File: src/design/pod_pkg.sv
package pod_pkg;

    ////////////////////////////////////////////////////////////////////////////
    // opcode bytes
    localparam logic [7:0] OPC_ESCAPE   = 8'h0f;  // two-byte opcode lead-in
    localparam logic [7:0] OPC_GRP0     = 8'h00;  // verify group
    localparam logic [7:0] OPC_GRP1     = 8'h01;  // machine status group
    localparam logic [7:0] OPC_AR_LOAD  = 8'h02;
    localparam logic [7:0] OPC_LIM_LOAD = 8'h03;
    localparam logic [7:0] OPC_PRIV_ADJ = 8'h63;

    // segment override prefix 001 ss 110
    localparam logic [2:0] PFX_HI_BITS  = 3'h1;
    localparam logic [2:0] PFX_LO_BITS  = 3'h6;

    // middle field codes inside the groups
    localparam logic [2:0] MID_MSW_LOAD  = 3'h6;
    localparam logic [2:0] MID_MSW_STORE = 3'h4;
    localparam logic [2:0] MID_RD_VERIFY = 3'h4;
    localparam logic [2:0] MID_WR_VERIFY = 3'h5;

    // operand form field values
    localparam logic [1:0] FORM_NODISP = 2'h0;
    localparam logic [1:0] FORM_DISP8  = 2'h1;
    localparam logic [1:0] FORM_DISP16 = 2'h2;
    localparam logic [1:0] FORM_REG    = 2'h3;

    // operand location field values
    localparam logic [2:0] LOC_BW_SRC = 3'h0;
    localparam logic [2:0] LOC_BW_DST = 3'h1;
    localparam logic [2:0] LOC_FB_SRC = 3'h2;
    localparam logic [2:0] LOC_FB_DST = 3'h3;
    localparam logic [2:0] LOC_SRC    = 3'h4;
    localparam logic [2:0] LOC_DST    = 3'h5;
    localparam logic [2:0] LOC_FB     = 3'h6;  // also direct address under form 00
    localparam logic [2:0] LOC_BW     = 3'h7;

    ////////////////////////////////////////////////////////////////////////////
    // types
    typedef enum logic [2:0] {
        OP_NONE, OP_MSW_LOAD, OP_MSW_STORE, OP_AR_LOAD,
        OP_LIM_LOAD, OP_PRIV_ADJ, OP_RD_VERIFY, OP_WR_VERIFY
    } pod_op_e;

    typedef enum logic [2:0] {
        SEL_NONE, SEL_GRP0, SEL_GRP1, SEL_AR, SEL_LIM, SEL_PRIV
    } pod_sel_e;

    typedef enum logic [1:0] {
        SEG_EXTRA = 2'h0, SEG_CODE = 2'h1, SEG_STACK = 2'h2, SEG_DATA = 2'h3
    } pod_seg_e;

    // msb is the width select bit, low bits the register code
    typedef enum logic [3:0] {
        R_ACC_LOW  = 4'h0, R_COUNT_LOW  = 4'h1, R_DATA_LOW  = 4'h2, R_BASE_LOW  = 4'h3,
        R_ACC_HIGH = 4'h4, R_COUNT_HIGH = 4'h5, R_DATA_HIGH = 4'h6, R_BASE_HIGH = 4'h7,
        R_ACCUMULATOR_WORD = 4'h8, R_COUNT_WORD = 4'h9, R_DATA_WORD = 4'ha,
        R_BASE_WORD = 4'hb, R_STACK_POINTER = 4'hc, R_FRAME_BASE = 4'hd,
        R_SOURCE_INDEX = 4'he, R_DEST_INDEX = 4'hf
    } pod_reg_e;

    typedef enum logic [2:0] {
        ST_IDLE   = 3'b000,
        ST_ESC    = 3'b001,
        ST_MODRM  = 3'b011,
        ST_DISP_L = 3'b010,
        ST_DISP_H = 3'b110
    } pod_state_e;

    typedef struct packed {
        logic [15:0] base_word;
        logic [15:0] frame_base;
        logic [15:0] source_index;
        logic [15:0] dest_index;
    } pod_gpr_s;

    typedef struct packed {
        pod_op_e     op;
        logic [7:0]  modrm;
        logic        mem_op;
        logic [15:0] disp;
        logic [15:0] ea;
        pod_seg_e    seg;
        pod_reg_e    reg_dst;
        pod_reg_e    rm_reg;
    } pod_dec_s;

endpackage : pod_pkg

File: src/design/pod_decoder.sv
// How it works
// - 0F 01 with middle field 110 decodes as machine_status_load.
// - 0F 01 with middle field 100 decodes as machine_status_store.
// - 0F 02 plus addressing byte decodes as access_rights_load.
// - 0F 03 plus addressing byte decodes as segment_limit_load.
// - byte 63 plus addressing byte decodes as privilege_level_adjust.
// - 0F 00 middle 100 is read verify, middle 101 is write verify.
// - form 11 forms no memory address; location field names a register.
// - form 00 means zero displacement and no displacement bytes, except location 110.
// - form 01 takes one byte, sign-extended to 16 bits.
// - form 10 takes two bytes, low first, second is upper half.
// - locations 000-011 add base/frame base to source/dest index.
// - form 00 location 110 is a 16-bit direct address, no register.
// - displacement bytes follow the addressing byte directly.
// - prefix 001ss110 overrides segment: extra, code, stack, data.
// - register field decodes words with width bit 1, bytes with 0.
// - frame-base addressed operands default to the stack segment.
// - string destinations always use extra segment, no override.
module pod_decoder (
    // clock and reset
    input  wire logic              sys_clk,
    input  wire logic              sys_rst,
    // instruction bytes from fetch
    input  wire logic              byte_valid,
    input  wire logic [7:0]        byte_data,
    input  wire logic              width_w,
    input  wire logic              string_dst,
    // address registers from execute
    input  wire pod_pkg::pod_gpr_s gpr,
    // decoded result to address generation
    output logic                   dec_valid,
    output pod_pkg::pod_dec_s      dec
);

    ////////////////////////////////////////////////////////////////////////////
    // register field decode
    function automatic pod_pkg::pod_reg_e reg_of(input logic w, input logic [2:0] code);
        reg_of = pod_pkg::pod_reg_e'({w, code});
    endfunction : reg_of

    // final opcode from the selected group and middle field
    function automatic pod_pkg::pod_op_e op_of(input pod_pkg::pod_sel_e s,
                                               input logic [2:0] mid);
        op_of = pod_pkg::OP_NONE;
        case (s)
            pod_pkg::SEL_GRP1: begin
                if (mid == pod_pkg::MID_MSW_LOAD) op_of = pod_pkg::OP_MSW_LOAD;
                else if (mid == pod_pkg::MID_MSW_STORE) op_of = pod_pkg::OP_MSW_STORE;
            end
            pod_pkg::SEL_GRP0: begin
                if (mid == pod_pkg::MID_RD_VERIFY) op_of = pod_pkg::OP_RD_VERIFY;
                else if (mid == pod_pkg::MID_WR_VERIFY) op_of = pod_pkg::OP_WR_VERIFY;
            end
            pod_pkg::SEL_AR:   op_of = pod_pkg::OP_AR_LOAD;
            pod_pkg::SEL_LIM:  op_of = pod_pkg::OP_LIM_LOAD;
            pod_pkg::SEL_PRIV: op_of = pod_pkg::OP_PRIV_ADJ;
            default:           op_of = pod_pkg::OP_NONE;
        endcase
    endfunction : op_of

    ////////////////////////////////////////////////////////////////////////////
    // state
    pod_pkg::pod_state_e state,   next_state;
    pod_pkg::pod_sel_e   sel,     next_sel;
    logic [7:0]          modrm,   next_modrm;
    logic [15:0]         disp,    next_disp;
    logic                ovr_en,  next_ovr_en;
    pod_pkg::pod_seg_e   ovr_seg, next_ovr_seg;
    logic                next_dec_valid;
    pod_pkg::pod_dec_s   next_dec;
    logic                fin;
    logic [15:0]         base_sum;
    logic                fb_based;

    ////////////////////////////////////////////////////////////////////////////
    // byte sequencing
    always_comb begin
        next_state   = state;
        next_sel     = sel;
        next_modrm   = modrm;
        next_disp    = disp;
        next_ovr_en  = ovr_en;
        next_ovr_seg = ovr_seg;
        fin          = 1'b0;
        if (byte_valid) begin
            case (state)
                pod_pkg::ST_IDLE: begin
                    if (byte_data[7:5] == pod_pkg::PFX_HI_BITS &&
                        byte_data[2:0] == pod_pkg::PFX_LO_BITS) begin
                        next_ovr_en  = 1'b1;
                        next_ovr_seg = pod_pkg::pod_seg_e'(byte_data[4:3]);
                    end else if (byte_data == pod_pkg::OPC_ESCAPE) begin
                        next_state = pod_pkg::ST_ESC;
                    end else if (byte_data == pod_pkg::OPC_PRIV_ADJ) begin
                        next_sel   = pod_pkg::SEL_PRIV;
                        next_state = pod_pkg::ST_MODRM;
                    end else begin
                        next_sel   = pod_pkg::SEL_NONE;
                        next_modrm = {pod_pkg::FORM_REG, 6'h00};
                        next_disp  = 16'h0000;
                        fin        = 1'b1;
                    end
                end
                pod_pkg::ST_ESC: begin
                    next_state = pod_pkg::ST_MODRM;
                    if (byte_data == pod_pkg::OPC_GRP0) next_sel = pod_pkg::SEL_GRP0;
                    else if (byte_data == pod_pkg::OPC_GRP1) next_sel = pod_pkg::SEL_GRP1;
                    else if (byte_data == pod_pkg::OPC_AR_LOAD) next_sel = pod_pkg::SEL_AR;
                    else if (byte_data == pod_pkg::OPC_LIM_LOAD) next_sel = pod_pkg::SEL_LIM;
                    else begin
                        next_sel   = pod_pkg::SEL_NONE;
                        next_modrm = {pod_pkg::FORM_REG, 6'h00};
                        next_disp  = 16'h0000;
                        next_state = pod_pkg::ST_IDLE;
                        fin        = 1'b1;
                    end
                end
                pod_pkg::ST_MODRM: begin
                    next_modrm = byte_data;
                    next_disp  = 16'h0000;
                    if (byte_data[7:6] == pod_pkg::FORM_REG) begin
                        next_state = pod_pkg::ST_IDLE;
                        fin        = 1'b1;
                    end else if (byte_data[7:6] == pod_pkg::FORM_NODISP &&
                                 byte_data[2:0] != pod_pkg::LOC_FB) begin
                        next_state = pod_pkg::ST_IDLE;
                        fin        = 1'b1;
                    end else begin
                        next_state = pod_pkg::ST_DISP_L;
                    end
                end
                pod_pkg::ST_DISP_L: begin
                    if (modrm[7:6] == pod_pkg::FORM_DISP8) begin
                        next_disp  = {{8{byte_data[7]}}, byte_data};
                        next_state = pod_pkg::ST_IDLE;
                        fin        = 1'b1;
                    end else begin
                        next_disp  = {8'h00, byte_data};
                        next_state = pod_pkg::ST_DISP_H;
                    end
                end
                pod_pkg::ST_DISP_H: begin
                    next_disp  = {byte_data, disp[7:0]};
                    next_state = pod_pkg::ST_IDLE;
                    fin        = 1'b1;
                end
                default: next_state = pod_pkg::ST_IDLE;
            endcase
            if (fin) begin
                next_ovr_en = 1'b0;
            end
        end
    end

    ////////////////////////////////////////////////////////////////////////////
    // address and segment formation
    always_comb begin
        base_sum = 16'h0000;
        fb_based = 1'b0;
        case (next_modrm[2:0])
            pod_pkg::LOC_BW_SRC: base_sum = gpr.base_word + gpr.source_index;
            pod_pkg::LOC_BW_DST: base_sum = gpr.base_word + gpr.dest_index;
            pod_pkg::LOC_FB_SRC: base_sum = gpr.frame_base + gpr.source_index;
            pod_pkg::LOC_FB_DST: base_sum = gpr.frame_base + gpr.dest_index;
            pod_pkg::LOC_SRC:    base_sum = gpr.source_index;
            pod_pkg::LOC_DST:    base_sum = gpr.dest_index;
            pod_pkg::LOC_FB:     base_sum = gpr.frame_base;
            default:             base_sum = gpr.base_word;
        endcase
        if (next_modrm[7:6] == pod_pkg::FORM_NODISP && next_modrm[2:0] == pod_pkg::LOC_FB) begin
            base_sum = 16'h0000;
        end
        if (next_modrm[2:0] == pod_pkg::LOC_FB_SRC || next_modrm[2:0] == pod_pkg::LOC_FB_DST ||
            (next_modrm[2:0] == pod_pkg::LOC_FB && next_modrm[7:6] != pod_pkg::FORM_NODISP)) begin
            fb_based = 1'b1;
        end
        next_dec_valid  = fin;
        next_dec        = dec;
        if (fin) begin
            next_dec.op      = op_of(next_sel, next_modrm[5:3]);
            next_dec.modrm   = next_modrm;
            next_dec.mem_op  = (next_modrm[7:6] != pod_pkg::FORM_REG) &&
                               (next_sel != pod_pkg::SEL_NONE);
            next_dec.disp    = next_disp;
            next_dec.ea      = next_dec.mem_op ? base_sum + next_disp : 16'h0000;
            next_dec.reg_dst = reg_of(width_w, next_modrm[5:3]);
            next_dec.rm_reg  = reg_of(width_w, next_modrm[2:0]);
            if (string_dst) next_dec.seg = pod_pkg::SEG_EXTRA;
            else if (ovr_en) next_dec.seg = ovr_seg;
            else if (fb_based) next_dec.seg = pod_pkg::SEG_STACK;
            else next_dec.seg = pod_pkg::SEG_DATA;
        end
    end

    ////////////////////////////////////////////////////////////////////////////
    // registers
    always_ff @(posedge sys_clk) begin
        if (sys_rst) begin
            state     <= pod_pkg::ST_IDLE;
            sel       <= pod_pkg::SEL_NONE;
            modrm     <= 8'h00;
            disp      <= 16'h0000;
            ovr_en    <= 1'b0;
            ovr_seg   <= pod_pkg::SEG_DATA;
            dec_valid <= 1'b0;
            dec       <= '0;
        end else begin
            state     <= next_state;
            sel       <= next_sel;
            modrm     <= next_modrm;
            disp      <= next_disp;
            ovr_en    <= next_ovr_en;
            ovr_seg   <= next_ovr_seg;
            dec_valid <= next_dec_valid;
            dec       <= next_dec;
        end
    end
endmodule : pod_decoder

File: config.mk
export PLATFORM = sky130hd
export DESIGN_NAME = pod_decoder
export DESIGN_NICKNAME = d
export VERILOG_FILES = /design/src/design/pod_pkg.sv /design/src/design/pod_decoder.sv
export SDC_FILE = /design/constraint.sdc
export NUM_CORES = 1
export LEC_CHECK = 0
export BUFFER_PORTS_ARGS = -buffer_cell sky130_fd_sc_hd__buf_2
export CAP_MARGIN = 20
export CORE_MARGIN = 3
export CORE_UTILIZATION = 45
export DETAILED_ROUTE_END_ITERATION = 10
export HOLD_SLACK_MARGIN = 0.02
export PLACE_DENSITY = 0.7
export SETUP_SLACK_MARGIN = 0.1
export SLEW_MARGIN = 20
export SYNTH_ARGS = -nofsm -noshare
export SYNTH_HDL_FRONTEND = slang
export SYNTH_SLANG_ARGS = --single-unit
File: constraint.sdc
create_clock -name sys_clk -period 7 [get_ports sys_clk]
set_clock_uncertainty 0.2 [all_clocks]
set_input_delay 0.7 -clock sys_clk [delete_from_list [all_inputs] [get_ports sys_clk]]
set_output_delay 0.7 -clock sys_clk [all_outputs]
set_load 0.005 [all_outputs]
== Word level (Yosys, flattened, before mapping) ==
Cells that the tools add are included.
Storage, ports and cells
  logic and storage cells: 137
  output and inout bits: 55
  bits in registers: 88
  bits of input ports: 77
Operators by class
  multiplexer cells: 67
  add/subtract/negate cells: 5
  eq/ne operators: 31
  reductions and logical operators: 19
Operators with widths (count)
  16-bit two-way mux: 11
  16-bit case mux with 7 select lines: 1
  16-bit adder: 5
  16-bit case mux with 5 select lines: 1
  8-bit two-way mux: 8
  3-bit two-way mux: 14
  3-bit == test, second input constant: 10
  8-bit case mux with 3 select lines: 1
  2-bit two-way mux: 10
  3-bit by 2-bit == test with 1-bit output, second input constant: 6
  1-bit two-way mux: 17
  8-bit by 2-bit == test with 1-bit output, second input constant: 2
  3-bit case mux with 5 select lines: 1
  3-bit by 1-bit == test with 1-bit output, second input constant: 4
  3-bit case mux with 4 select lines: 1
  3-bit AND reduction: 3
  8-bit by 1-bit == test with 1-bit output, second input constant: 1
  8-bit by 4-bit == test with 1-bit output, second input constant: 1
  8-bit by 7-bit == test with 1-bit output, second input constant: 1
  8-bit logical NOT: 1
  3-bit logical NOT: 2
  3-bit != test, second input constant: 2
  3-bit case mux with 2 select lines: 1
  2-bit nonzero test: 3
  8 further kinds: 15

== Logic depth before layout (Yosys ltp) ==
Gate-level depths: netlist of run 1.
  word-level depth: 14
  gate-level depth with buffers: 32
  gate-level depth less buffers: 30

== Worst setup path after synthesis of run 1 ==
Ideal clock, no wire load.
  path type: input to register
  from: in byte_data[0]
  to: reg dec[25] (netlist bit)
  required time: 6.683 ns
  arrival: 6.326 ns
  slack: 0.358 ns
  library setup time: 0.117 ns
  stages: 29
  cell sequence: buf_4 and3b_1 a31oi_2 a21oi_1 a211o_1 o21ai_0 o21ai_0 nor2_2 buf_2 mux2_2 ha_1 inv_1 fa_1 nor2b_1 o21a_1 o21ai_0 nand2b_1 a31o_2 a41o_1 o41a_1 xor2_1 a221oi_1 nor3_1 ha_1 nand3_1 nand4b_1 a21oi_1 xor3_1 a22o_1
Between the ends
  word-level cells in the longest chain between the ends: 12
  elaborated cells between the ends (all ways): 66
RTL lines
  from (decl): RTL line pod_decoder.sv:25  | input wire logic [7:0] byte_data,
  8-bit by 2-bit == test with 1-bit output: RTL line pod_decoder.sv:109  | else if (byte_data == pod_pkg::OPC_LIM_LOAD) next_sel = pod_pkg::SEL_LIM;
  8-bit two-way mux: RTL line pod_decoder.sv:109
  8-bit two-way mux: RTL line pod_decoder.sv:108  | else if (byte_data == pod_pkg::OPC_AR_LOAD) next_sel = pod_pkg::SEL_AR;
  8-bit two-way mux: RTL line pod_decoder.sv:107  | else if (byte_data == pod_pkg::OPC_GRP1) next_sel = pod_pkg::SEL_GRP1;
  8-bit two-way mux: RTL line pod_decoder.sv:106  | if (byte_data == pod_pkg::OPC_GRP0) next_sel = pod_pkg::SEL_GRP0;
  8-bit case mux with 3 select lines: RTL line pod_decoder.sv:86  | case (state)
  8-bit two-way mux: RTL line pod_decoder.sv:85  | if (byte_valid) begin
  3-bit == test, or another cell as far along: RTL line pod_decoder.sv:160, pod_decoder.sv:170
  16-bit case mux with 7 select lines / 1-bit logical AND (equally long branches): RTL line pod_decoder.sv:160, pod_decoder.sv:170
  16-bit two-way mux: RTL line pod_decoder.sv:170  | if (next_modrm[7:6] == pod_pkg::FORM_NODISP && next_modrm[2:0] == pod_pkg::LOC_FB) begin
  16-bit adder: RTL line pod_decoder.sv:185  | next_dec.ea = next_dec.mem_op ? base_sum + next_disp : 16'h0000;
  16-bit two-way mux: RTL line pod_decoder.sv:185
  to (signal assigned): RTL line pod_decoder.sv:215  | dec <= next_dec;
  to (decl): RTL line pod_decoder.sv:32  | output pod_pkg::pod_dec_s dec
Parallel ways exist; a longest one is shown, timed or not. The select of a mux whose other input is x is not followed.
A chain may end at the register's enable or synchronous reset.

== Final worst setup path of run 1 ==
  from: in byte_data[6]
  to: reg dec[25] (netlist bit)
Same word-level chain as after synthesis.

==> flow_summary.yaml, run 1 <==
power_and_ir_drop:
  ir_worst_vdd_mv: 0.134
  fin_total_pwr_w: 0.00140
  leakagePower_nw: 3.62
  power.density_nw_per_um2: 180
sta:
  post-route-min-period_ns: 6.56
  max_freq_ghz: 0.153
  hold_ws_ns: 0.247
  rsz0062_at_grt: "no"
  slew_headroom_pct: 43.4
  tightest_slew_ns: 0.842
  drv_slew: 0
  timing.final.crit_share_pct: 93.6
  tns_ns: 0
  setup_viol: 0
  hold_viol_final: 0
hold_path:
  holdPathStages: 1
  worstHoldEndpoint: "dec[42]$_SDFFE_PP0P_"
  hp-class: "reg -> reg"
  min-delay-start: "dec[42]$_SDFFE_PP0P_"
synth:
  synthDominantCellAreaShare_pct: 24.6
  syn_area_per_cell_um2: 8.06
  yosys_warnings: 0
  synthesis.nets: 946
  async_flop_share_pct: 0
  ys_seq_area_share_pct: 24.6
  synthTopCellsByArea: "dfxtp_1 25%, ha_1 9.3%, mux2_2 6.7%"
  yosys.area.top_type: "dfxtp_1"
  synthCells: 817
  ys_types: 71
  ys.flop_type: "dfxtp_1"
  synth-edff-count: 0
  synthesis.area_um2: 6580
  synth-seq-cells: 81
critical_path:
  r2r_cells: 27
  cp.required_ns: 7.03
  critPathMaxFanout: 12
  critPathLaunchType: "input port"
  reg2reg_slack_ns: 0.63
  endpoint_kind: "flop"
  rr_startpoint: "state[2]$_SDFFE_PP0P_"
  path_class: "in -> reg"
  cp_slowest_cell: "nor3_1"
  path_common_cell: "a21oi_1"
  cp.arrival_ns: 6.58
  cpPeakStageDelay_ns: 0.46
  r2r-end: "dec[25]$_SDFFE_PP0P_"
placement:
  hpwlAfterDp_um: 15200
  port_buffers: 131
  dpl.cell_count: 1107
  routabilityCongestion: 0.921
detailed_routing:
  post_drt_wl_per_cell_um: 17.4
  wl_um: 19600
  vias: 6603
  drcViolationCount: 0
  postRouteAntennaNets: 0
  drt_iter0_markers: 531
  viasPerCell: 5.87
  firstDrtPassIters: 6
cells_and_area:
  drive_gt1_share_pct: 24.9
  stdcell_count: 1124
  antenna_cells: 0
  nNetsFinal: 1068
  area_delta_synth_final_pct: 18.0
floorplan:
  initial_core_util_pct: 46.7
  die_w_um: 127
  pin_count: 132
  dieArea_um2: 16100
  core_area_um2: 14100
  die_h_um: 127
  row_count: 43
cts:
  cts_sinks: 81
  numCtsBuffers: 9
  cts_tree: "done"
  root_buffer: "clkbuf_16"
  h-tree-depth: 3
  clkLatencyLatePin_ns: 0.34
  cts_buffer_depth: 2
  clk_pin_slew_ns: 0.06
job:
  maxCapViolations: 0
grt:
  grt_max_degree: 67
  grt_overflow_total: 0
  grt_pass1_wl_um: 31500
  antenna_found_initial: 0
  grt_pass1_vias: 6254
  groute.usage.overall_pct: 23.9
status:
  status: "completed"
-- cells in the mapped netlist (18+ instances only) --
library cell	count
nor2_1	101
dfxtp_1	81
a21oi_1	78
nand2_1	54
ha_1	49
mux2_2	39
xnor2_1	27
a211oi_1	26
inv_1	26
a21o_1	25
o21ai_0	25
clkbuf_1	23
nor3_1	22
a22oi_1	19
a22o_1	18
-- where the power goes --
part | switching, W | total (W) | leakage (nW) | internal [W]
combinational | 0.000239 | 0.000422 | 2.81 | 0.000183
sequential | 0.00000933 | 0.000488 | 0.657 | 0.000478
clock | 0.000197 | 0.000487 | 0.150 | 0.000290
total | 0.000446 | 0.00140 | 3.62 | 0.000951
-- critical path, delay by kind of cell --
| kind | cells | cell delay (ns) |
|---|---|---|
| compound gates | 14 | 2.38 |
| xor+xnor | 2 | 0.57 |
| fa+ha+maj | 2 | 0.67 |
| buf+inv | 3 | 0.52 |
| mux | 1 | 0.35 |
| simple gates | 7 | 1.35 |
-- metrics by stage --
stage | worst slack, ns | instance area (µm²) | util [%]
final | 0.445 | 7760 | 55.1
after global routing | 0.140 | 7760 | 55.1
after CTS | 0.409 | 7740 | 54.9
after detailed placement | 0.0604 | 7430 | 52.7
after global placement | 0.205 | 7430 | 52.7
after floorplan | 0.358 | 6580 | -
-- flip-flops by register name (all words and copies together) (netlist names) --
signal     flops
state          3
ovr_seg        2
ovr_en         1
dec_valid      1
disp          16
dec           47
sel            3
modrm          8
-- worst max-delay path by stage --
stage          slack [ns]    startpoint                    to
6_report             0.44  byte_data[6]  dec[25]$_SDFFE_PP0P_
3_3_place_gp         0.21  byte_data[7]  dec[25]$_SDFFE_PP0P_
4_1_cts              0.41  byte_data[7]  dec[25]$_SDFFE_PP0P_
5_1_grt              0.14  byte_data[0]  dec[25]$_SDFFE_PP0P_
3_5_place_dp         0.06  byte_data[7]  dec[25]$_SDFFE_PP0P_
2_1_floorplan        0.36  byte_data[0]  dec[25]$_SDFFE_PP0P_
-- per-layer routing --
layer  global-route usage, %  vias to the layer above  part of all wire (%)
met5                       0                        -                     0
met4                    7.63                        0                   2.3
met3                    3.58                       33                   5.7
met2                    40.1                      253                    47
met1                    31.5                     3077                    45
li1                        -                     3240                     -
-- cell type report --
cell class	count	area, µm²
fill	1327	6330
multi-input combinational	663	4650
sequential	81	1620
timing repair buffer	158	858
clock buffer	10	239
tap	180	225
inverter	26	97.6
clock inverter	6	72.6
-- kinds of logic (layout without fill, tap and decap cells) --
family / count (synthesis) / after routing / synth area share, %
AO/OA/AOI/OAI: 269 / 269 / 28.2
buffers and inverters: 73 / 200 / 5.13
multiplexers: 47 / 47 / 7.93
XOR/XNOR: 40 / 40 / 5.55
flip-flops: 81 / 81 / 24.6
adder cells (fa/ha/maj): 52 / 52 / 10.2
AND/OR/NAND/NOR: 255 / 255 / 18.3
-- cell usage in the layout, fill, tap and decap left out, types with 17 or more instances in the layout --
master	n
a211oi_1	26
a21o_1	25
a21oi_1	76
a22o_1	18
a22oi_1	19
buf_2	131
buf_4	27
dfxtp_1	81
ha_1	49
inv_1	26
mux2_2	39
nand2_1	54
nand3_1	17
nor2_1	98
nor2b_1	17
nor3_1	21
o21ai_0	23
xnor2_1	27
-- timing repair --
| item | CTS | global route |
|---|---|---|
| gates resized for setup | 0 | 5 |
| hold buffers | 0 | 0 |
| endpoints found under the setup margin | 0 | 1 |
| buffers inserted | 0 | 1 |
Power figures use the tool's default switching activity.
==> run 2, diff against run 1 <==
--- a/config.mk
+++ b/config.mk
@@ -5,7 +5,7 @@
 export SDC_FILE = /design/constraint.sdc
 export NUM_CORES = 1
 export LEC_CHECK = 0
-export BUFFER_PORTS_ARGS = -buffer_cell sky130_fd_sc_hd__buf_2
+export BUFFER_PORTS_ARGS = -buffer_cell sky130_fd_sc_hd__clkbuf_2
 export CAP_MARGIN = 20
 export CORE_MARGIN = 3
 export CORE_UTILIZATION = 45
==> run 2 against run 1 <==
Via count up 0.33%; clock-buffer cell count up 1; first-iteration DRC count down 22%; sequential share of layout area down 0.19 points; routed wire length up 0.58%; largest power group is now clock; highest routed layer unchanged.
==> flow_summary.yaml, run 2 (synthesized netlist as in run 1, its figures left out) <==
cells_and_area:
  regMostFlops: "dec"
  area_delta_synth_final_pct: 19.0
  final_cell_mix: "130 x clkbuf_2, 98 x nor2_1, 81 x dfxtp_1"
  antenna_cells: 0
  nNetsFinal: 1071
  top_regs: "dec: 47 flops, disp: 16 flops, modrm: 8 flops"
  drive_gt1_share_pct: 25.2
  final_common_cell: "clkbuf_2"
  regArea_um2: 1620
  num-fill-cells: 1358
  utilization_pct: 55.6
  multi_input_area_um2: 4660
  largest_reg_flops: 47
grt:
  grt_max_degree: 67
  grt_overflow_total: 0
  grt_pass1_wl_um: 31400
  grt_pass1_vias: 6280
  groute.usage.overall_pct: 23.7
  antenna_found_initial: 0
cts:
  cts_tree: "done"
  cts_buffer_depth: 2
  h-tree-depth: 3
  numCtsBuffers: 9
  clkLatencyLatePin_ns: 0.33
  clk_pin_slew_ns: 0.06
  cts_sinks: 81
  root_buffer: "clkbuf_16"
sta:
  rsz0062_at_grt: "no"
  timing.final.crit_share_pct: 92.8
  slew_headroom_pct: 45.1
  tightest_slew_ns: 0.817
  max_freq_ghz: 0.154
  setup_viol: 0
  post-route-min-period_ns: 6.50
  hold_viol_final: 0
  drv_slew: 0
detailed_routing:
  postRouteAntennaNets: 0
  drcViolationCount: 0
  wl_um: 19700
  top_layer: "met4"
  post_drt_wl_per_cell_um: 17.5
  drt_iter0_markers: 414
  routedLengthMet1_um: 8680
  viasPerCell: 5.88
  firstDrtPassIters: 5
  wl_met2_um: 9390
  wl_met3_um: 1200
  vias: 6625
critical_path:
  rr_startpoint: "state[2]$_SDFFE_PP0P_"
  endpoint_kind: "flop"
  cp_slowest_cell: "xor3_1"
  critPathLaunchType: "input port"
  cpPeakStageDelay_ns: 0.42
  path_class: "in -> reg"
  cp.required_ns: 7.02
  critPathMaxFanout: 8
  cp.arrival_ns: 6.52
  startpoint: "byte_data[2]"
job:
  maxCapViolations: 0
placement:
  hpwlAfterDp_um: 15100
  routabilityCongestion: 0.937
  port_buffers: 131
power_and_ir_drop:
  fin_total_pwr_w: 0.00143
  leakagePower_nw: 3.63
  ir_worst_vdd_mv: 0.125
  power.density_nw_per_um2: 183
floorplan:
  die_h_um: 127
  core_area_um2: 14100
  dieArea_um2: 16100
  row_count: 43
  initial_core_util_pct: 46.7
  die_w_um: 127
  pin_count: 132
hold_path:
  hp-class: "reg -> reg"
  min-delay-start: "dec[53]$_SDFFE_PP0P_"
status:
  status: "completed"
[run 2: cell count changes in the layout (fill, tap and decap cells not counted), moves of 2 or more]
cell	change
buf_4	+2
buf_2	-130
clkinv_4	-2
clkbuf_2	+130
[run 2: final timing paths]
| path | to | slack [ns] | cells after the start |
|---|---|---|---|
| hold reg to reg | dec[53]$_SDFFE_PP0P_ | 0.25 | 2 |
| setup reg to reg | dec[25]$_SDFFE_PP0P_ | 0.78 | 28 |
| hold / removal | dec[53]$_SDFFE_PP0P_ | 0.25 | 2 |
| setup / recovery | dec[25]$_SDFFE_PP0P_ | 0.50 | 30 |
[run 2: final cells by class]
| class | instances | share of cell area (%) |
|---|---|---|
| clock buffer | 11 | 3.23 |
| timing repair buffer | 161 | 11.4 |
| inverter | 26 | 1.25 |
| multi-input combinational | 663 | 59.5 |
| tap | 180 | 2.87 |
| sequential | 81 | 20.7 |
| clock inverter | 5 | 1.09 |
[run 2: power by group]
part	switching, W	internal, W	total, W	leakage (nW)
combinational	0.000237	0.000180	0.000417	2.81
clock	0.000193	0.000335	0.000528	0.163
sequential	0.00000983	0.000478	0.000488	0.657
total	0.000440	0.000993	0.00143	3.63
[run 2: metal layers]
layer / GRT usage (%) / up-vias
met5: 0 / -
met4: 7.26 / 0
met3: 3.28 / 32
met2: 40.0 / 248
met1: 31.4 / 3084
li1: - / 3261
[run 2: worst max-delay path: cells and delay by family]
family / cells / cell delay, ns
AO/OA/AOI/OAI: 13 / 2.43
AND/OR/NAND/NOR: 8 / 1.33
buffers and inverters: 3 / 0.42
adder cells (fa/ha/maj): 3 / 0.74
multiplexers: 1 / 0.32
XOR/XNOR: 2 / 0.55
[run 2: per-stage QoR]
step	instances	setup TNS [ns]	instance area, µm²	setup WS, ns	hold slack (ns)
6_report	1127	0	7840	0.501	0.251
5_1_grt	1127	0	7840	0.0873	0.272
4_1_cts	1123	0	7780	0.356	0.256
3_5_place_dp	1107	-0.0294	7440	-0.0294	0.247
3_3_place_gp	1107	0	7440	0.119	0.236
2_1_floorplan	817	0	6580	0.358	0.235
[run 2: repair_timing]
action | in CTS | in global routing
buffers inserted | 0 | 4
hold buffers | 0 | 0
gates resized for setup | 0 | 9
endpoints found under the setup margin | 0 | 3
